`src/cmd_exec_defs.vh`:
```
// Constants for the command ring executor: type codes, completion codes, timing
`ifndef CMD_EXEC_DEFS_VH
`define CMD_EXEC_DEFS_VH
`define DESC_TYPE_W      6
`define TYPE_ENABLE_SLOT 6'h09
`define TYPE_NO_OP       6'h17
`define TYPE_CMD_EVENT   6'h21
`define CC_W             8
`define CC_SUCCESS       8'h01
`define CC_DESC_ERROR    8'h05
`define CC_NO_SLOTS      8'h09
`define CC_ABORTED       8'h19
`define CC_RING_STOPPED  8'h18
`define DESC_BYTES       64'h0000000000000010
`define SLOT_WORK_CYCLES 4'h3
`endif

```
`src/cmd_exec.v`:
```
// Command ring executor: No Op, Enable Slot, abort and ring stop handling
// Functional notes
// Snapshot slot state before executing each command, for undo on abort.
// Abort before completion posted restores snapshot and reports aborted code.
// Abort after normal completion just stops the ring, no aborted code.
// Software times abort; resets controller if ring still runs after 5 s.
// No Op changes no controller or device state.
// No Op event: descriptor address, success, other fields zero, event cycle.
// Software builds No Op with type code only, cycle bit, doorbell.
// Software may use No Op descriptors purely as padding.
// Enable Slot picks a free slot, enables it, returns its id, success.
// No free slot returns id zero with no-slots-available code.
// Enable Slot event carries descriptor address, zero fields, event cycle bit.
// Any free slot selection policy is acceptable.
// Software fills slot type from protocol capability, zeros rest, rings doorbell.
// Software stores device context pointer before using the new slot.
// Software treats slot id of aborted Enable Slot as invalid.
// One completion event per command, in ring order.
// Aborted command: post aborted event, advance dequeue, post ring-stopped event.
// Software rings doorbell entry zero with command target, stream zero.
// Aborted Enable Slot releases the tentatively chosen slot.
// Unknown type code completes with descriptor error and no other effect.
`include "cmd_exec_defs.vh"
module cmd_exec #(
   parameter N_SLOTS = 8,
   parameter ID_W    = 4,
   parameter AW      = 64
) (
   input  wire                    clk_i,
   input  wire                    rst_n_i,
   input  wire                    doorbell_i,
   input  wire                    ring_ptr_load_i,
   input  wire [AW-1:0]           ring_ptr_i,
   input  wire                    command_abort_flag_i,
   input  wire                    desc_valid_i,
   input  wire [`DESC_TYPE_W-1:0] desc_type_i,
   input  wire                    event_producer_cycle_state_i,
   input  wire                    event_ready_i,
   input  wire [N_SLOTS:1]        slot_release_i,
   input  wire                    slot_hold_i,
   output reg                     desc_fetch_o,
   output reg  [AW-1:0]           dequeue_ptr_o,
   output reg                     command_ring_running_flag_o,
   output reg                     event_valid_o,
   output reg  [AW-1:0]           event_desc_ptr_o,
   output reg  [`CC_W-1:0]        event_code_o,
   output reg  [ID_W-1:0]         event_slot_o,
   output reg  [`DESC_TYPE_W-1:0] event_type_o,
   output reg                     event_cycle_o,
   output reg  [N_SLOTS:1]        slot_enabled_o
);
   // ----------------------------------------------------------------
   // State
   // ----------------------------------------------------------------
   localparam [2:0] ST_IDLE  = 3'h0;
   localparam [2:0] ST_FETCH = 3'h1;
   localparam [2:0] ST_EXEC  = 3'h2;
   localparam [2:0] ST_POST  = 3'h3;
   localparam [2:0] ST_STOP  = 3'h4;

   // ----------------------------------------------------------------
   // Registers
   // ----------------------------------------------------------------
   reg  [2:0]             state_q;
   reg  [N_SLOTS:1]       snap_q;
   reg  [3:0]             work_q;
   reg  [`DESC_TYPE_W-1:0] type_q;
   reg                    abort_pend_q;
   reg                    stop_after_q;
   wire                   found;
   wire [ID_W-1:0]        free_id;

   // ----------------------------------------------------------------
   // Slot search
   // ----------------------------------------------------------------
   // Lowest free id keeps allocation order predictable for software
   slot_pick #(.N_SLOTS(N_SLOTS), .ID_W(ID_W)) u_pick (
      .enabled_i (slot_enabled_o),
      .found_o   (found),
      .id_o      (free_id)
   );

   // ----------------------------------------------------------------
   // Decode
   // ----------------------------------------------------------------
   wire                   abort_seen  = command_abort_flag_i && command_ring_running_flag_o;
   wire                   event_taken = event_valid_o && event_ready_i;
   wire                   is_noop     = (type_q == `TYPE_NO_OP);
   wire                   is_enable   = (type_q == `TYPE_ENABLE_SLOT);
   wire                   work_done   = (work_q == 4'h0);
   wire                   enable_go   = found && work_done && !slot_hold_i;
   // Wraps silently at the top of the address space
   wire [AW-1:0]          dequeue_d   = dequeue_ptr_o + `DESC_BYTES;

   // ----------------------------------------------------------------
   // Sequencer
   // ----------------------------------------------------------------
   always @(posedge clk_i) begin
      if (!rst_n_i) begin
         state_q                     <= ST_IDLE;
         snap_q                      <= {N_SLOTS{1'b0}};
         work_q                      <= 4'h0;
         type_q                      <= {`DESC_TYPE_W{1'b0}};
         abort_pend_q                <= 1'b0;
         stop_after_q                <= 1'b0;
         desc_fetch_o                <= 1'b0;
         dequeue_ptr_o               <= {AW{1'b0}};
         command_ring_running_flag_o <= 1'b0;
         event_valid_o               <= 1'b0;
         event_desc_ptr_o            <= {AW{1'b0}};
         event_code_o                <= {`CC_W{1'b0}};
         event_slot_o                <= {ID_W{1'b0}};
         event_type_o                <= {`DESC_TYPE_W{1'b0}};
         event_cycle_o               <= 1'b0;
         slot_enabled_o              <= {N_SLOTS{1'b0}};
      end else begin
         desc_fetch_o <= 1'b0;
         if (event_taken)
            event_valid_o <= 1'b0;
         // Disable path from outside; abort snapshot covers it too
         if (|slot_release_i)
            slot_enabled_o <= slot_enabled_o & ~slot_release_i;
         // Sticky until the sequence consumes it, so no abort is lost
         if (abort_seen)
            abort_pend_q <= 1'b1;
         case (state_q)
            ST_IDLE: begin
               if (ring_ptr_load_i)
                  dequeue_ptr_o <= ring_ptr_i;
               if (doorbell_i && !command_abort_flag_i) begin
                  command_ring_running_flag_o <= 1'b1;
                  desc_fetch_o                <= 1'b1;
                  state_q                     <= ST_FETCH;
               end
            end
            ST_FETCH: begin
               if (abort_pend_q) begin
                  // Between commands: no aborted event, just stop
                  state_q <= ST_STOP;
               end else if (desc_valid_i) begin
                  type_q  <= desc_type_i;
                  snap_q  <= slot_enabled_o;
                  work_q  <= `SLOT_WORK_CYCLES;
                  state_q <= ST_EXEC;
               end else begin
                  // Ring empty
                  command_ring_running_flag_o <= 1'b0;
                  state_q                     <= ST_IDLE;
               end
            end
            ST_EXEC: begin
               if (event_valid_o) begin
                  // Previous event not yet taken: its fields must stand
                  // and the Enable Slot countdown pauses with them
                  state_q <= ST_EXEC;
               end else if (abort_pend_q) begin
                  // Undo partial effects, incl. a tentative slot
                  slot_enabled_o   <= snap_q;
                  event_code_o     <= `CC_ABORTED;
                  event_slot_o     <= {ID_W{1'b0}};
                  stop_after_q     <= 1'b1;
                  state_q          <= ST_POST;
               end else if (is_noop) begin
                  event_code_o <= `CC_SUCCESS;
                  event_slot_o <= {ID_W{1'b0}};
                  state_q      <= ST_POST;
               end else if (is_enable) begin
                  if (!found) begin
                     event_code_o <= `CC_NO_SLOTS;
                     event_slot_o <= {ID_W{1'b0}};
                     state_q      <= ST_POST;
                  end else if (enable_go) begin
                     slot_enabled_o[free_id] <= 1'b1;
                     event_code_o            <= `CC_SUCCESS;
                     event_slot_o            <= free_id;
                     state_q                 <= ST_POST;
                  end else if (!work_done) begin
                     work_q <= work_q - 4'h1;
                  end
               end else begin
                  event_code_o <= `CC_DESC_ERROR;
                  event_slot_o <= {ID_W{1'b0}};
                  state_q      <= ST_POST;
               end
               if (!event_valid_o) begin
                  event_desc_ptr_o <= dequeue_ptr_o;
                  event_type_o     <= `TYPE_CMD_EVENT;
                  event_cycle_o    <= event_producer_cycle_state_i;
               end
            end
            ST_POST: begin
               // One event per command, strictly in ring order
               if (!event_valid_o) begin
                  event_valid_o <= 1'b1;
                  dequeue_ptr_o <= dequeue_d;
                  if (stop_after_q || abort_pend_q) begin
                     stop_after_q <= 1'b0;
                     state_q      <= ST_STOP;
                  end else begin
                     desc_fetch_o <= 1'b1;
                     state_q      <= ST_FETCH;
                  end
               end
            end
            ST_STOP: begin
               if (!event_valid_o) begin
                  event_valid_o               <= 1'b1;
                  event_desc_ptr_o            <= dequeue_ptr_o;
                  event_code_o                <= `CC_RING_STOPPED;
                  event_slot_o                <= {ID_W{1'b0}};
                  event_type_o                <= `TYPE_CMD_EVENT;
                  event_cycle_o               <= event_producer_cycle_state_i;
                  abort_pend_q                <= 1'b0;
                  command_ring_running_flag_o <= 1'b0;
                  state_q                     <= ST_IDLE;
               end
            end
            default: state_q <= ST_IDLE;
         endcase
      end
   end
endmodule

```
`src/slot_pick.v`:
```
// Free slot search: lowest numbered disabled slot
module slot_pick #(
   parameter N_SLOTS = 8,
   parameter ID_W    = 4
) (
   input  wire [N_SLOTS:1] enabled_i,
   output reg              found_o,
   output reg  [ID_W-1:0]  id_o
);
   integer k;
   always @* begin
      found_o = 1'b0;
      id_o    = {ID_W{1'b0}};
      for (k = N_SLOTS; k >= 1; k = k - 1) begin
         if (!enabled_i[k]) begin
            found_o = 1'b1;
            id_o    = k[ID_W-1:0];
         end
      end
   end
endmodule

```
`config.mk`:
```
export PLATFORM = sky130hd
export DESIGN_NAME = cmd_exec
export DESIGN_NICKNAME = d
export VERILOG_FILES = /design/src/cmd_exec.v /design/src/slot_pick.v
export VERILOG_INCLUDE_DIRS = /design/src
export SDC_FILE = /design/constraint.sdc
export NUM_CORES = 1
export LEC_CHECK = 0
export BUFFER_PORTS_ARGS = -buffer_cell sky130_fd_sc_hd__buf_2
export CORE_ASPECT_RATIO = 1.4
export CORE_MARGIN = 8
export CORE_UTILIZATION = 45
export DETAILED_ROUTE_END_ITERATION = 8
export PLACE_DENSITY = 0.74
export SYNTH_ARGS = -nofsm -noshare
export SYNTH_HDL_FRONTEND = slang
export SYNTH_HIERARCHICAL = 1
export SYNTH_SLANG_ARGS = --single-unit
```
`constraint.sdc`:
```
create_clock -name clk_i -period 2.94 [get_ports clk_i]
set_input_delay 0.294 -clock clk_i [delete_from_list [all_inputs] [get_ports clk_i]]
set_output_delay 0.294 -clock clk_i [all_outputs]
set_load 0.1 [all_outputs]
```
* Word level (Yosys, flattened, before mapping)
Index checks and enable logic that the tools add are counted.
** Word-level totals
- Register bits :: 176
- Input port bits :: 87
- Output and inout bits :: 158
- Logic and storage cells :: 165
** Cells by class
- Add/subtract/negate cells :: 2
- Order comparisons :: 2
- Equality and inequality tests :: 24
- Muxes and demuxes :: 89
- Bitwise logic cells :: 5
- Reductions and logical operators :: 27
** Operators by type and width (number)
- 64-bit 2-to-1 mux :: 2
- 8-bit 2-to-1 mux :: 16
- 64-bit case mux with 2 select lines :: 1
- 4-bit 2-to-1 mux :: 24
- 64-bit by 5-bit adder with 64-bit output, second input constant :: 1
- 3-bit 2-to-1 mux :: 11
- 2-bit inequality test, second input constant :: 16
- 1-bit 2-to-1 mux :: 26
- 4-bit case mux with 2 select lines :: 2
- 8-bit case mux with 2 select lines :: 1
- 3-bit case mux with 5 select lines :: 1
- 10-bit AND reduction :: 1
- 5-bit AND reduction :: 2
- 8-bit bitwise AND :: 1
- 8-bit inverter :: 1
- 8-bit bitwise OR :: 1
- 4-bit AND reduction :: 2
- 2-bit nonzero test :: 4
- 8-bit OR reduction :: 1
- 7-bit inequality test, second input constant :: 1
- 3-bit by 2-bit == test with 1-bit output, second input constant :: 2
- 6-bit by 4-bit == test with 1-bit output, second input constant :: 1
- 6-bit by 5-bit == test with 1-bit output, second input constant :: 1
- 1-bit logical AND :: 6
- other kinds (19) :: 24

* Depth between registers and ports, before layout
- Depth after elaboration :: 20
- Mapped depth :: 10
- Gate-level depth less buffers :: 9

* Modules after synthesis
The synthesis kept the hierarchy.
** Modules (own cells, without submodules)
- cmd_exec :: instances 1, cells each 1108, area an instance 8276.7 um2, seq. area each 3443.3 um2
- slot_pick :: instances 1, cells each 14, area an instance 73.8 um2, seq. area each 0.0 um2

* Least setup slack after synthesis
OpenSTA, ideal clock, no wires.
- Kind :: register -> register
- Start :: register dequeue_ptr_o[5]
- End :: register dequeue_ptr_o[36]
- Setup time :: 0.128 ns
- Arrival :: 3.062 ns
- Slack :: -0.250 ns
- Stages on the path, launching flop included :: 8
- Buffers on the path :: 0
- Clock period less this slack :: 3.190 ns
- Cells stage by stage :: dfxtp_1 > ha_1 > nand4_1 > or4_1 > nor3_1 > mux2_2 > a222oi_1 > nor2_1
** Between the ends
- Word-level cells in the longest chain between the ends :: 3
** Ends and longest elaborated chain
- from (decl) :: RTL line cmd_exec.v:42 : output reg [AW-1:0] dequeue_ptr_o,
- from (signal assigned) :: RTL line cmd_exec.v:107 : dequeue_ptr_o <= {AW{1'b0}};
- from (signal assigned) :: RTL line cmd_exec.v:129 : dequeue_ptr_o <= ring_ptr_i;
- from (signal assigned) :: RTL line cmd_exec.v:195 : dequeue_ptr_o <= dequeue_d;
- 64-bit by 5-bit adder with 64-bit output (no source line)
- 64-bit 2-to-1 mux :: RTL line cmd_exec.v:193 : if (!event_valid_o) begin
- 64-bit case mux with 2 select lines :: RTL line cmd_exec.v:126 : case (state_q)
Every way passes these cells. The select of a mux whose other input is x is not followed.
A chain may end at the register's enable or synchronous reset.

* Worst setup path in the final report
- Start :: register dequeue_ptr_o[4]
- End :: register dequeue_ptr_o[60]
The elaborated chain is that of the path after synthesis.

==> impl_metrics.env <==
export IMPL_cp_start_kind="flip-flop"
export IMPL_r2r_end="dequeue_ptr_o[60]$_SDFFE_PN0P_"
export IMPL_numCtsBuffers=17
export IMPL_fin_util_pct=57.0
export IMPL_fin_setup_tns_ns=0
export IMPL_cts_htree_levels=4
export IMPL_dp_slack_ns=0.334
export IMPL_syn_instance_count=1122
export IMPL_synth_top_area_cell="dfxtp_1"
export IMPL_tightest_slew_ns=0.658
export IMPL_worst_r2r_setup_slack_ns=0.27
export IMPL_status="complete, no violations"
export IMPL_synth_cell_types=70
export IMPL_grt_max_degree=66
export IMPL_hp_start="event_ready_i"
export IMPL_powerDensity_nw_per_um2=610
export IMPL_grt_pass1_vias=8935
export IMPL_finalPower_uw=6390
export IMPL_grt_pass1_wl_um=46900
export IMPL_ys_ff_latch=172
export IMPL_dp_hpwl_um=21400
export IMPL_max_slew_margin_pct=55.9
export IMPL_first_pass_iters=5
export IMPL_path_clk_slew_ns=0.07
export IMPL_synth_top_cell_area_share_pct=41.2
export IMPL_routabilityCongestion=0.945
export IMPL_fin_area_um2=10500
export IMPL_hold_violations=0
export IMPL_crit_path_top_delay_cell="or4_1"
export IMPL_wl_um=29800
export IMPL_syn_area_per_cell_um2=7.44
export IMPL_power_frac_comb_pct=20.5
export IMPL_cap_violations=0
export IMPL_period_share_pct=90.9
export IMPL_crit_fanout=7
export IMPL_hp_class="input port to flip-flop"
export IMPL_holdPathStages=2
export IMPL_core_um2=18400
export IMPL_num_io_pins=245
export IMPL_max_stage_delay_ns=0.66
export IMPL_min_to="event_valid_o$_SDFF_PN0_"
export IMPL_synthFlopType="dfxtp_1"
export IMPL_worstPathRequired_ns=3.28
export IMPL_crit_chain="ha_1 -> nand4_1 -> or4_1 -> nor4_4 -> nand2_1 -> or4b_1 -> o211ai_1"
export IMPL_end_kind="flip-flop"
export IMPL_dieArea_um2=23200
export IMPL_critPathArrivalTime_ns=3.02
export IMPL_syn2layout_area_growth_pct=25.4
export IMPL_cts_tree="built"
export IMPL_cts_setup_buffers=0
export IMPL_vias=9223
export IMPL_post_dp_cell_area_um2=9820
export IMPL_dieHeight_um=177
export IMPL_pwr_share_clk_pct=39.2
export IMPL_fin_ws_ns=0.268
export IMPL_cts_resized_gates=0
export IMPL_grt_overflow_total=0
export IMPL_ys_top_cells_by_area="dfxtp_1 (41%), nand2_1 (12%), a21oi_1 (8.5%)"
export IMPL_clk_latency_ns=0.43
export IMPL_grt_usage_pct=24.8
export IMPL_leakagePower_uw=0.00420
export IMPL_drive_gt1_share_pct=25.1
export IMPL_max_freq_mhz=374
export IMPL_skew_ns=0.00876
export IMPL_synthArstFlopShare_pct=0
export IMPL_p_sw_uw=2170
export IMPL_p_seq_share_pct=40.3
export IMPL_dieWidth_um=131
export IMPL_fin_crit_ns=2.67
export IMPL_cts_hold_buf=0
export IMPL_drt_antenna_violating_nets=0
export IMPL_swShare_pct=34.0
export IMPL_start_util_pct=45.4
export IMPL_drtIter0Drc=755
export IMPL_syn_cell_area_um2=8350
export IMPL_p_int_uw=4210
export IMPL_drv_slew=0
export IMPL_ir_drop_mv=0.346
export IMPL_port_buffers=236
export IMPL_reg2reg_from="dequeue_ptr_o[4]$_SDFFE_PN0P_"
export IMPL_criticalPathCategory="flip-flop to flip-flop"
export IMPL_grt_setup_unrepaired="no"
export IMPL_cts_sinks=172
export IMPL_finalNetCount=1417
export IMPL_yosysWarnings=6
export IMPL_worstRegToRegCells=7
export IMPL_rows=59
export IMPL_finalSetupViolations=0
export IMPL_synth_edff_count=0
export IMPL_cts_root_buf="clkbuf_16"
export IMPL_viasPerCell=5.81
export IMPL_wire_per_inst_um=18.8
export IMPL_synth_seq_area_share_pct=41.2
export IMPL_clk_path_buf_depth=2
export IMPL_post_route_drc_count=0
export IMPL_antenna_found_initial=5
## state kept, by name, indices dropped and copies added, names as in the netlist
register	flops
work_q	4
event_valid_o	1
event_slot_o	4
event_code_o	4
event_type_o	1
stop_after_q	1
event_cycle_o	1
dequeue_ptr_o	64
event_desc_ptr_o	64
command_ring_running_flag_o	1
abort_pend_q	1
type_q	6
desc_fetch_o	1
snap_q	8
state_q	3
slot_enabled_o	8
## cells in the mapped netlist (5+ instances only)
cell type and instances:
nand2_1 256, nor3b_1 7, and2_1 6, o22ai_1 9, nor4_1 14, or3_1 9, a22oi_1 12, nor2_1 63
nor2b_1 8, o21ai_0 43, nand3_1 64, o31ai_1 5, a311o_1 5, a22o_1 6, a21oi_1 141, and4_1 7
nand2b_1 6, buf_4 9, or4_1 9, clkbuf_1 72, o211ai_1 5, dfxtp_1 172, nor3_1 46, o221ai_1 5
a32oi_1 5, a211oi_1 11, a31oi_1 13, inv_1 18, nand4_1 20, buf_2 5
## layout make-up
cell class,count,area (um^2)
Antenna cell,2,5.00
Clock buffer,18,429
Clock inverter,14,215
Fill cell,1763,7910
Inverter,19,73.8
Multi-Input combinational cell,848,4500
Sequential cell,172,3460
Tap cell,244,305
Timing Repair Buffer,270,1470
## cells in the final DEF (no fill, tap or decap), types with 4 or more instances in the layout
cell       instances
nor4_1            14
a32oi_1            5
and2_1             6
or3_1              8
a31oi_1           13
a22o_1             6
mux2i_1            4
o22ai_1            9
inv_1             18
and4_1             7
a22oi_1           12
buf_2            236
bufinv_16          5
o31ai_1            5
nor3_1            45
a21oi_1          140
clkbuf_16         17
a211oi_1          11
a311oi_1           4
a311o_1            5
nand2_1          255
nand3_1           64
nor3b_1            7
dfxtp_2           17
and3_1             4
conb_1             8
dfxtp_1          155
nand3b_1           4
nor2_1            62
inv_6              4
or4_1              9
buf_4             31
o221ai_1           5
a221oi_1           4
nor2b_1            8
nand2b_1           6
o211ai_1           5
o21ai_0           43
nand4_1           20
## worst max-delay path: cells and delay by family (launching register included)
kind / cells / cell delay, ns
AO/OA/AOI/OAI: 1 / 0.10
adder cells (fa/ha/maj): 1 / 0.24
flip-flops: 1 / 0.39
AND/OR/NAND/NOR: 5 / 1.86
## how the worst max path moves through the flow
stage                                               from                              to  slack [ns]  cells past startpoint
after floorplan           dequeue_ptr_o[47]$_SDFFE_PN0P_  dequeue_ptr_o[60]$_SDFFE_PN0P_       0.002                      6
after global placement     dequeue_ptr_o[4]$_SDFFE_PN0P_  dequeue_ptr_o[46]$_SDFFE_PN0P_        0.36                      7
after detailed placement   dequeue_ptr_o[4]$_SDFFE_PN0P_  dequeue_ptr_o[60]$_SDFFE_PN0P_        0.33                      7
after CTS                  dequeue_ptr_o[4]$_SDFFE_PN0P_  dequeue_ptr_o[60]$_SDFFE_PN0P_        0.30                      7
after global routing       dequeue_ptr_o[4]$_SDFFE_PN0P_  dequeue_ptr_o[60]$_SDFFE_PN0P_        0.07                      7
final                      dequeue_ptr_o[4]$_SDFFE_PN0P_  dequeue_ptr_o[60]$_SDFFE_PN0P_        0.27                      7
## power groups by stage
stage | Combinational (uW) | Clock, uW | Sequential [uW]
2_1_floorplan | 402 | 0 | 3200
3_3_place_gp | 1300 | 0 | 2610
3_5_place_dp | 1310 | 0 | 2620
4_1_cts | 1310 | 2550 | 2570
5_1_grt | 1370 | 2640 | 2590
6_report | 1310 | 2500 | 2570
## metrics by stage
step / hold WS [ns] / cells
floorplan: 0.398 / 1129
global placement: 0.439 / 1553
detailed placement: 0.443 / 1553
CTS: 0.0332 / 1585
global route: 0.0493 / 1587
finish: 0.0492 / 1587
## routing by layer
metal / up-vias / routed length, um / track usage (%)
met5: - / 34 / 0
met2: 428 / 15000 / 43.6
li1: 4413 / - / -
met3: 87 / 2080 / 5.82
met4: 6 / 1130 / 12.4
met1: 4289 / 11500 / 27.5
## cell families after synthesis
kind of cell	after synthesis	share of synthesized area, %
XOR/XNOR	3	0.315
flip-flops	172	41.2
multiplexers	5	0.614
AO/OA/AOI/OAI	290	21.1
buffers and inverters	109	5.48
AND/OR/NAND/NOR	540	30.9
adder cells (fa/ha/maj)	2	0.300
other	1	0.0449
(Power assumes the default switching activity.)
